==> config.mk <==
export PLATFORM = sky130hd
export DESIGN_NAME = iosp_exec
export DESIGN_NICKNAME = d
export VERILOG_FILES = /design/src/rtl/iosp_pkg.sv /design/src/rtl/iosp_exec.sv /design/src/rtl/iosp_shift.sv /design/src/rtl/iosp_stack.sv
export VERILOG_INCLUDE_DIRS = /design/src /design/src/rtl
export SDC_FILE = /design/constraint.sdc
export NUM_CORES = 1
export LEC_CHECK = 0
export ABC_AREA = 1
export BUFFER_PORTS_ARGS = -buffer_cell sky130_fd_sc_hd__buf_2
export CORE_AREA = 2 2 171 173
export CTS_CLUSTER_DIAMETER = 60
export DETAILED_ROUTE_END_ITERATION = 8
export DIE_AREA = 0 0 173 175
export HOLD_SLACK_MARGIN = 0.05
export PLACE_DENSITY = 0.82
export SYNTH_ARGS = -nofsm -noshare
export SYNTH_HDL_FRONTEND = slang
export SYNTH_SLANG_ARGS = --single-unit
==> constraint.sdc <==
create_clock -name clk -period 25.6 [get_ports clk]
set_input_delay 7.68 -clock clk [delete_from_list [all_inputs] [get_ports clk]]
set_output_delay 7.68 -clock clk [all_outputs]
set_load 0.03 [all_outputs]
==> src/rtl/iosp_consts.svh <==
// Constants for the I/O output and stack pop execution block.
`ifndef IOSP_CONSTS_SVH
`define IOSP_CONSTS_SVH
`define IOSP_STACK_DEPTH    8
`define IOSP_WORD_W         16
`define IOSP_ADDR_W         16
// Cycle costs.
`define IOSP_ORLK_INT_CYC   2
`define IOSP_ORLK_EXT_BASE  2
`define IOSP_ORLK_EXT_PMUL  2
`define IOSP_SINGLE_ACCESS_RAM_PENALTY  1
// Register map.
`define IOSP_REG_CMD        8'h00
`define IOSP_REG_OPER       8'h04
`define IOSP_REG_PRODUCT_REGISTER       8'h08
`define IOSP_REG_CTRL       8'h0c
`define IOSP_REG_ACC        8'h10
`define IOSP_REG_TOS        8'h14
`define IOSP_REG_STAT       8'h18
`define IOSP_REG_CYC        8'h1c
`define IOSP_REG_PUSH       8'h20
// Command codes.
`define IOSP_CMD_OUT        3'h1
`define IOSP_CMD_PAC        3'h2
`define IOSP_CMD_POP        3'h3
`define IOSP_CMD_POP_TO_MEMORY_INSTR       3'h4
`define IOSP_CMD_ORLK       3'h5
// Control field positions.
`define IOSP_CTRL_PM_LO     0
`define IOSP_CTRL_EXTP      2
`define IOSP_CTRL_SAME      3
`define IOSP_CTRL_WAIT_LO   4
`endif

==> src/rtl/iosp_pkg.sv <==
// Types for the I/O output and stack pop execution block.
package iosp_pkg;
  typedef enum logic [2:0] {
    IOSP_ST_IDLE,
    IOSP_ST_SETUP,
    IOSP_ST_STROBE,
    IOSP_ST_RELEASE,
    IOSP_ST_COUNT
  } iosp_state_t;

  typedef struct packed {
    logic [15:0] addr;
    logic [15:0] data;
    logic        strobe_n;
    logic        rw;
    logic        io_space_select_n;
  } iosp_ext_t;

  typedef struct packed {
    logic        we;
    logic [15:0] addr;
    logic [15:0] wdata;
  } iosp_dmem_wr_t;
endpackage

==> src/rtl/iosp_exec.sv <==
// Executes port output, product load, stack pops and long-immediate OR timing.
// How it works
// [RQ1] Port output reads one data word and writes it to the given port.
// [RQ2] Port output drives the I/O space select low during the access.
// [RQ3] Port output uses the external write strobe, direction and ready handshake.
// [RQ4] Product load puts the shifted product register into the accumulator.
// [RQ5] Stack pop moves the top into the low accumulator, then pops.
// [RQ6] Pop to memory stores the top at the operand address, then pops.
// [RQ7] Each pop shifts every lower entry up one place.
// [RQ8] Underflow is neither detected nor flagged.
// [RQ9] Long-immediate OR takes two cycles internal, two plus twice waits external.
// [RQ10] Operand and code in one single-access block add a cycle.
// [RQ11] Eight 16-bit entries; the bottom entry keeps its value on pop.
// [RQ12] Port number and data stand on the external buses for the whole write.
`timescale 1ns/100ps
`include "iosp_consts.svh"
module iosp_exec
  import iosp_pkg::*;
(
  input  wire logic          clk,        // Core clock, 25 MHz.
  input  wire logic          rst,        // Asynchronous reset, active high.
  input  wire logic [7:0]    paddr,      // APB address.
  input  wire logic          psel,       // APB select.
  input  wire logic          penable,    // APB enable.
  input  wire logic          pwrite,     // APB direction.
  input  wire logic [31:0]   pwdata,     // APB write data.
  output logic      [31:0]   prdata,     // APB read data.
  output logic               pready,     // APB ready.
  output logic               pslverr,    // APB error.
  input  wire logic          ext_ready,  // Wait-ready input from the pins.
  output iosp_ext_t          ext,        // External bus pins.
  output logic      [15:0]   dmem_raddr, // Data-memory read address.
  input  wire logic [15:0]   dmem_rdata, // Data-memory read data.
  output iosp_dmem_wr_t      dmem_wr     // Data-memory write.
);
  // ==========================================================================
  // Register interface
  // ==========================================================================
  logic        [15:0] oper_addr;
  logic        [15:0] port_number;
  logic        [31:0] product_register;
  logic        [1:0]  product_shift_field;
  logic               ext_prog;
  logic               same_block;
  logic        [3:0]  wait_states;
  logic        [31:0] acc;
  logic        [15:0] top_of_stack;
  logic        [7:0]  cycles_used;
  logic        [7:0]  cyc_cnt;
  logic        [7:0]  cyc_target;
  logic               busy;
  logic               done_flag;
  logic        [31:0] shifted;
  logic               wr_acc;
  logic               rd_acc;
  logic               cmd_go;
  logic        [2:0]  cmd_code;
  logic               stk_push;
  logic               stk_pop;
  logic        [15:0] push_word;
  logic               ready_s1;
  logic               ready_s2;
  iosp_state_t        state;
  iosp_state_t        next_state;
  logic               count_end;
  logic               finishing;
  logic               out_go;
  logic               or_go;
  logic        [15:0] bus_addr;
  logic        [15:0] bus_data;
  logic               bus_rw;
  logic               bus_sel_n;
  logic               bus_strobe_n;

  assign wr_acc  = psel && penable && pwrite;
  assign rd_acc  = psel && penable && !pwrite;
  assign pready  = 1'b1;
  assign cmd_go  = wr_acc && (paddr == `IOSP_REG_CMD) && !busy;
  assign cmd_code = pwdata[2:0];

  always_comb begin
    pslverr = 1'b0;
    if (psel && penable) begin
      case (paddr)
        `IOSP_REG_CMD, `IOSP_REG_OPER, `IOSP_REG_PRODUCT_REGISTER, `IOSP_REG_CTRL,
        `IOSP_REG_ACC, `IOSP_REG_TOS, `IOSP_REG_STAT, `IOSP_REG_CYC,
        `IOSP_REG_PUSH: pslverr = 1'b0;
        default:        pslverr = 1'b1;
      endcase
    end
  end

  // Only the operand, product and control registers are stored here; command
  // and push writes act at once and are dropped while a sequence runs.
  always_ff @(posedge clk or posedge rst) begin
    if (rst) begin
      oper_addr           <= 16'h0000;
      port_number         <= 16'h0000;
      product_register    <= 32'h0000_0000;
      product_shift_field <= 2'h0;
      ext_prog            <= 1'b0;
      same_block          <= 1'b0;
      wait_states         <= 4'h0;
    end else if (wr_acc) begin
      case (paddr)
        `IOSP_REG_OPER: begin
          oper_addr   <= pwdata[15:0];
          port_number <= pwdata[31:16];
        end
        `IOSP_REG_PRODUCT_REGISTER: product_register <= pwdata;
        `IOSP_REG_CTRL: begin
          product_shift_field <= pwdata[`IOSP_CTRL_PM_LO +: 2];
          ext_prog            <= pwdata[`IOSP_CTRL_EXTP];
          same_block          <= pwdata[`IOSP_CTRL_SAME];
          wait_states         <= pwdata[`IOSP_CTRL_WAIT_LO +: 4];
        end
        default: ;
      endcase
    end
  end

  always_ff @(posedge clk or posedge rst) begin
    if (rst) begin
      prdata <= 32'h0000_0000;
    end else if (psel && !penable && !pwrite) begin
      case (paddr)
        `IOSP_REG_OPER: prdata <= {port_number, oper_addr};
        `IOSP_REG_PRODUCT_REGISTER: prdata <= product_register;
        `IOSP_REG_CTRL: prdata <= {24'h00_0000, wait_states, same_block, ext_prog,
                                   product_shift_field};
        `IOSP_REG_ACC:  prdata <= acc;
        `IOSP_REG_TOS:  prdata <= {16'h0000, top_of_stack};
        `IOSP_REG_STAT: prdata <= {29'h0000_0000, state != IOSP_ST_IDLE, done_flag, busy};
        `IOSP_REG_CYC:  prdata <= {24'h00_0000, cycles_used};
        default:        prdata <= 32'h0000_0000;
      endcase
    end
  end

  // ==========================================================================
  // Ready synchroniser
  // ==========================================================================
  // The ready pin is not timed to the core clock, so two flip-flops keep a
  // metastable level away from the sequencer.
  always_ff @(posedge clk or posedge rst) begin
    if (rst) begin
      ready_s1 <= 1'b0;
      ready_s2 <= 1'b0;
    end else begin
      ready_s1 <= ext_ready;
      ready_s2 <= ready_s1;
    end
  end

  // ==========================================================================
  // Datapath helpers
  // ==========================================================================
  iosp_shift u_shift (
    .product_register    (product_register),
    .product_shift_field (product_shift_field),
    .shifted             (shifted)
  );

  assign push_word = pwdata[15:0];
  assign stk_push  = wr_acc && (paddr == `IOSP_REG_PUSH) && !busy;
  assign stk_pop   = cmd_go && (cmd_code == `IOSP_CMD_POP || cmd_code == `IOSP_CMD_POP_TO_MEMORY_INSTR);

  iosp_stack #(
    .DEPTH (`IOSP_STACK_DEPTH),
    .W     (`IOSP_WORD_W)
  ) u_stack (
    .clk       (clk),
    .rst       (rst),
    .push      (stk_push),
    .push_data (push_word),
    .pop       (stk_pop), // [RQ5] [RQ6]
    .top       (top_of_stack)
  );

  // ==========================================================================
  // Accumulator and data-memory write
  // ==========================================================================
  // Both pops read the old top in the same cycle as the stack shifts, so the
  // value moved out is always the one that stood before the command.
  always_ff @(posedge clk or posedge rst) begin
    if (rst) begin
      acc <= 32'h0000_0000;
    end else if (cmd_go && cmd_code == `IOSP_CMD_PAC) begin
      acc <= shifted; // [RQ4]
    end else if (cmd_go && cmd_code == `IOSP_CMD_POP) begin
      acc <= {16'h0000, top_of_stack}; // [RQ5]
    end
  end

  always_ff @(posedge clk or posedge rst) begin
    if (rst) begin
      dmem_wr <= '0;
    end else if (cmd_go && cmd_code == `IOSP_CMD_POP_TO_MEMORY_INSTR) begin
      dmem_wr <= '{we: 1'b1, addr: oper_addr, wdata: top_of_stack}; // [RQ6]
    end else begin
      dmem_wr.we <= 1'b0;
    end
  end

  assign dmem_raddr = oper_addr; // [RQ1]

  // ==========================================================================
  // Sequencer
  // ==========================================================================
  assign busy      = state != IOSP_ST_IDLE;
  assign out_go    = cmd_go && cmd_code == `IOSP_CMD_OUT;
  assign or_go     = cmd_go && cmd_code == `IOSP_CMD_ORLK;
  assign count_end = cyc_cnt + 8'h01 >= cyc_target;
  assign finishing = state == IOSP_ST_RELEASE || (state == IOSP_ST_COUNT && count_end);

  // A write cycle ends only after the synchronised ready has been seen, so a
  // slow peripheral can stretch the strobe for as long as it needs.
  always_comb begin
    next_state = state;
    case (state)
      IOSP_ST_IDLE: begin
        if (out_go) begin
          next_state = IOSP_ST_SETUP;
        end else if (or_go) begin
          next_state = IOSP_ST_COUNT;
        end
      end
      IOSP_ST_SETUP: begin
        next_state = IOSP_ST_STROBE;
      end
      IOSP_ST_STROBE: begin
        if (ready_s2) begin
          next_state = IOSP_ST_RELEASE; // [RQ3]
        end
      end
      IOSP_ST_RELEASE: begin
        next_state = IOSP_ST_IDLE;
      end
      IOSP_ST_COUNT: begin
        if (count_end) begin
          next_state = IOSP_ST_IDLE; // [RQ9]
        end
      end
      default: begin
        next_state = IOSP_ST_IDLE;
      end
    endcase
  end

  always_ff @(posedge clk or posedge rst) begin
    if (rst) begin
      state <= IOSP_ST_IDLE;
    end else begin
      state <= next_state;
    end
  end

  // The target is latched as the command is taken, so a later control write
  // cannot change the length of a count already running.
  always_ff @(posedge clk or posedge rst) begin
    if (rst) begin
      cyc_target <= 8'h00;
    end else if (or_go) begin
      if (ext_prog) begin
        cyc_target <= 8'(`IOSP_ORLK_EXT_BASE + `IOSP_ORLK_EXT_PMUL * wait_states); // [RQ9]
      end else begin
        cyc_target <= 8'(`IOSP_ORLK_INT_CYC); // [RQ9]
      end
    end
  end

  // The counter runs in every busy state and restarts whenever the
  // sequencer is idle.
  always_ff @(posedge clk or posedge rst) begin
    if (rst) begin
      cyc_cnt <= 8'h00;
    end else if (state == IOSP_ST_IDLE) begin
      cyc_cnt <= 8'h00;
    end else begin
      cyc_cnt <= cyc_cnt + 8'h01;
    end
  end

  always_ff @(posedge clk or posedge rst) begin
    if (rst) begin
      cycles_used <= 8'h00;
      done_flag   <= 1'b0;
    end else if (finishing) begin
      // Same-block conflict costs an extra cycle. [RQ10]
      cycles_used <= cyc_cnt + 8'h01 + (same_block ? 8'(`IOSP_SINGLE_ACCESS_RAM_PENALTY) : 8'h00);
      done_flag   <= 1'b1;
    end else if (cmd_go) begin
      done_flag   <= 1'b0;
    end
  end

  // ==========================================================================
  // External bus
  // ==========================================================================
  // Port number and data are loaded once, as the command is taken, and are
  // then left alone so that they stand for the whole write cycle.
  always_ff @(posedge clk or posedge rst) begin
    if (rst) begin
      bus_addr <= 16'h0000;
      bus_data <= 16'h0000;
    end else if (out_go) begin
      bus_addr <= port_number; // [RQ12]
      bus_data <= dmem_rdata;  // [RQ1]
    end
  end

  always_ff @(posedge clk or posedge rst) begin
    if (rst) begin
      bus_rw    <= 1'b1;
      bus_sel_n <= 1'b1;
    end else if (out_go) begin
      bus_rw    <= 1'b0; // [RQ3]
      bus_sel_n <= 1'b0; // [RQ2]
    end else if (state == IOSP_ST_RELEASE) begin
      bus_rw    <= 1'b1;
      bus_sel_n <= 1'b1; // [RQ2]
    end
  end

  // The strobe opens one cycle after select and direction settle, and closes
  // one cycle before they are released.
  always_ff @(posedge clk or posedge rst) begin
    if (rst) begin
      bus_strobe_n <= 1'b1;
    end else if (state == IOSP_ST_SETUP) begin
      bus_strobe_n <= 1'b0; // [RQ3]
    end else if (state == IOSP_ST_STROBE && ready_s2) begin
      bus_strobe_n <= 1'b1; // [RQ3]
    end
  end

  assign ext = '{addr: bus_addr, data: bus_data, strobe_n: bus_strobe_n, rw: bus_rw,
                 io_space_select_n: bus_sel_n};
endmodule // iosp_exec

==> src/rtl/iosp_shift.sv <==
// Product shifter selected by the product shift field.
`timescale 1ns/100ps
module iosp_shift (
  input  wire logic [31:0] product_register,    // Product value.
  input  wire logic [1:0]  product_shift_field, // Shift mode.
  output logic      [31:0] shifted              // Shifted product.
);
  always_comb begin
    case (product_shift_field)
      2'h1:    shifted = {product_register[30:0], 1'b0};
      2'h2:    shifted = {product_register[27:0], 4'h0};
      2'h3:    shifted = {{6{product_register[31]}}, product_register[31:6]};
      default: shifted = product_register;
    endcase
  end
endmodule // iosp_shift

==> src/rtl/iosp_stack.sv <==
// Eight-level hardware stack with push and shift-up pop.
`timescale 1ns/100ps
`include "iosp_consts.svh"
module iosp_stack #(
  parameter int DEPTH = `IOSP_STACK_DEPTH,
  parameter int W     = `IOSP_WORD_W
) (
  input  wire logic         clk,       // Core clock.
  input  wire logic         rst,       // Asynchronous reset.
  input  wire logic         push,      // Push one word.
  input  wire logic [W-1:0] push_data, // Word pushed.
  input  wire logic         pop,       // Pop one level.
  output logic      [W-1:0] top        // Top of stack.
);
  logic [W-1:0] entry [DEPTH];

  always_ff @(posedge clk or posedge rst) begin
    if (rst) begin
      for (int i = 0; i < DEPTH; i++) begin
        entry[i] <= '0;
      end
    end else if (pop) begin
      for (int i = 0; i < DEPTH - 1; i++) begin
        entry[i] <= entry[i+1]; // [RQ7] [RQ8]
      end
      // The bottom entry keeps its value. [RQ11]
    end else if (push) begin
      entry[0] <= push_data;
      for (int i = 1; i < DEPTH; i++) begin
        entry[i] <= entry[i-1];
      end
    end
  end

  assign top = entry[0];
endmodule // iosp_stack

==> run metrics <==
Total Wirelength=between 40 and 50 mm; sequential share of the synthesized area=between 40% and 50%; worst min-delay path endpoint=ready_s2; final core utilization=71.3%; synth warn=0; Tcrit/Tclk final=between 60% and 70%; max_slew headroom=roughly a fifth; initial antenna violation count=0; effective utilization at floorplan=63.5%; Post-Syn Instances=around 2100; maximum fanout along the worst path=13; Final Critical Period=about 17000 ps; hold depth=0; clk_lat worst skew=between 500 and 600 ps; Hold Crit Start=ready_s1; Die ar.=about 30000 µm²; Clk pin slew, worst setup/hold paths=~60 ps; drt via density=5.78; first-pass GRT wire length=76.1 mm; Post-CTS Resized=0; Vias=~15000; IR Drop Worst-Case VDD=around 0.05 mV; DP HPWL=approximately 31 mm; register-to-register setup slack=around 22000 ps; drt pass-1 iters=5; postcts setup bufs=0; R2R Path Start=state[1]; chip width=around 170 µm; diode count=0; num ports=180; final net count=about 2300; vias in the first global route=between 10000 and 15000; synth unique cells=39; LEAKAGE=roughly 9.8 nW; PD cells=around 60 nW/µm²; CTS tree=built; Critical Path Source Type=input port; RD Place Congestion=0.934; TNS Setup=0 ps; Rows=62; Main synth FF type=dfrtp_1; RR Endpoint=u_stack.top[6]; Clock Skew=27.3 ps; Worst EP arrival=~9300 ps; largest net degree at the start of global routing=between 150 and 200; Synth Area in Simple Gates=a little under a quarter; CP Class=input port to output port; Root Buffer=clkbuf_16; Yosys reg bits=about 360; final hold violations=0; die height=roughly 180 µm; input/output buffers=about 180; fill cell count=about 2200; post-synthesis mux area share=0%; Hold Path Class=flop to flop; P&R area growth vs syn=12.3%; final max-slew violation count=0; syn avg cell area=about 8.5 µm²; post-synthesis xor/xnor area fraction=less than 1%; Post-route DRC=0; post-cts hold buffer count=0; R2R depth=8; Setup crit end kind=output port; ratio of cells with drive above 1 in the final layout=20.2%; max-cap violation count=0; Mapped Area=around 18000 µm²; Clock Path Buffers=3; Final ANT Viol Nets=0; clock buffer count from CTS=39; FMAX=between 0.05 and 0.06 GHz; Synth Area in Compound Gates=16.0%; post-synthesis async set-or-reset flop share=between 90% and 100%; CTS H-tree depth=2; Sink Count=358; status=finished clean; post-synthesis adder-cell area fraction=0.625%; largest family of logic cells by synthesized area=simple AND/OR/NAND/NOR gates; syn_nets=about 2200; number of synthesized flops with an enable pin=0; Core Area=about 28000 µm²; drt wl/cell=between 15 and 20 µm; Initial DRC Count=~1800; required time of the critical path=17920 ps; total grt overflow=0; unrepaired setup endpoints after global routing=no; Worst Tran Pin Value=around 1200 ps; Final Setup Violations=0; GRT Total Usage=a little under a third
how the worst max path moves through the flow:
stage	from	to	slack, ps
4_1_cts	paddr[7]	pslverr	8640
2_1_floorplan	rst	acc[0]	7990
3_3_place_gp	paddr[7]	pslverr	8720
6_report	paddr[7]	pslverr	8590
3_5_place_dp	paddr[7]	pslverr	8630
5_1_grt	paddr[7]	pslverr	8450
cell families after synthesis:
group,Yosys count
DFF,358
other,1
buffers and inverters,449
adders and majority gates,9
xor gates and xnor gates,4
and+or+nand+nor,924
AOI/OAI and AO/OA,387
sequential cells by signal (all words and copies together) (netlist names), 32 cells and up:
signal / flops
acc: 32
prdata: 32
product_register: 32
dmem_wr: 33
u_stack.entry: 112
where the power goes:
| part | leakage, nW | internal [mW] | switching [mW] | total, mW |
|---|---|---|---|---|
| registers | 4.76 | 0.569 | 0.00357 | 0.572 |
| logic | 4.36 | 0.00828 | 0.0283 | 0.0366 |
| clock network | 0.670 | 0.365 | 0.233 | 0.598 |
| total | 9.80 | 0.942 | 0.264 | 1.21 |
Yosys cell counts, types with 4 or more instances:
cell type | number | area [µm²]
buf_6 | 19 | 214
o21ai_1 | 54 | 270
nand4_1 | 6 | 37.5
nand2_1 | 599 | 2250
clkbuf_1 | 36 | 135
inv_1 | 315 | 1180
buf_2 | 47 | 235
o21ai_0 | 138 | 691
nand2_2 | 6 | 37.5
nand3_2 | 56 | 561
inv_2 | 12 | 45.0
o211ai_1 | 9 | 67.6
ha_1 | 9 | 113
buf_4 | 7 | 52.6
o22ai_1 | 37 | 231
a21oi_1 | 28 | 140
o211ai_2 | 110 | 1380
xor2_1 | 4 | 35.0
nand3_1 | 164 | 821
dfrtp_1 | 356 | 8910
o2111ai_1 | 4 | 35.0
nor3_1 | 16 | 80.1
nor2_1 | 66 | 248
buf_1 | 9 | 33.8
nor2_2 | 5 | 31.3
layout by cell type, fill, tap and decap left out, drive strengths merged, types with 6 or more instances in the layout:
cell    instances
buf           193
nor3           16
nor2           74
nand2         605
nand3         220
o21ai         193
ha              9
nand4           6
o22ai          37
o211ai        119
clkinv         10
bufinv          6
clkbuf         50
inv           330
dfrtp         356
a21oi          28
worst max-delay path, cell delays in order:
cell and delay [ps]:
buf_2 100, nor2_2 160, nand3_1 150, inv_1 340
nand2_1 430, nand2_1 220, nor3_1 70, buf_2 180
per-stage QoR:
| step | hold WS [ps] | area (µm²) | std cells | power (mW) | worst slack (ps) |
|---|---|---|---|---|---|
| 4_1_cts | 359 | 20200 | 2657 | 1.21 | 8640 |
| 6_report | 357 | 20200 | 2657 | 1.21 | 8590 |
| 3_5_place_dp | 352 | 18900 | 2590 | 0.619 | 8630 |
| 5_1_grt | 374 | 20200 | 2657 | 1.24 | 8450 |
| 3_3_place_gp | 334 | 18900 | 2590 | 0.618 | 8720 |
| 2_1_floorplan | 331 | 18000 | 2132 | 0.603 | 7990 |
final cells by class:
class / count / area [µm²] / area share, %
clock buffers: 50 / 1100 / 5.42
flip-flops and latches: 358 / 8960 / 44.3
inverters: 330 / 1250 / 6.17
multi-input cells: 1325 / 7160 / 35.4
clock inverters: 17 / 267 / 1.32
well taps: 384 / 480 / 2.37
repair buffers: 193 / 1020 / 5.02
routing by layer:
metal | wire length, µm | GRT usage, %
met5 | 0 | 0
met4 | 1080 | 8.47
met3 | 4070 | 6.01
met2 | 21800 | 49.4
met1 | 19600 | 43.6
Power figures use the tool's default switching activity.
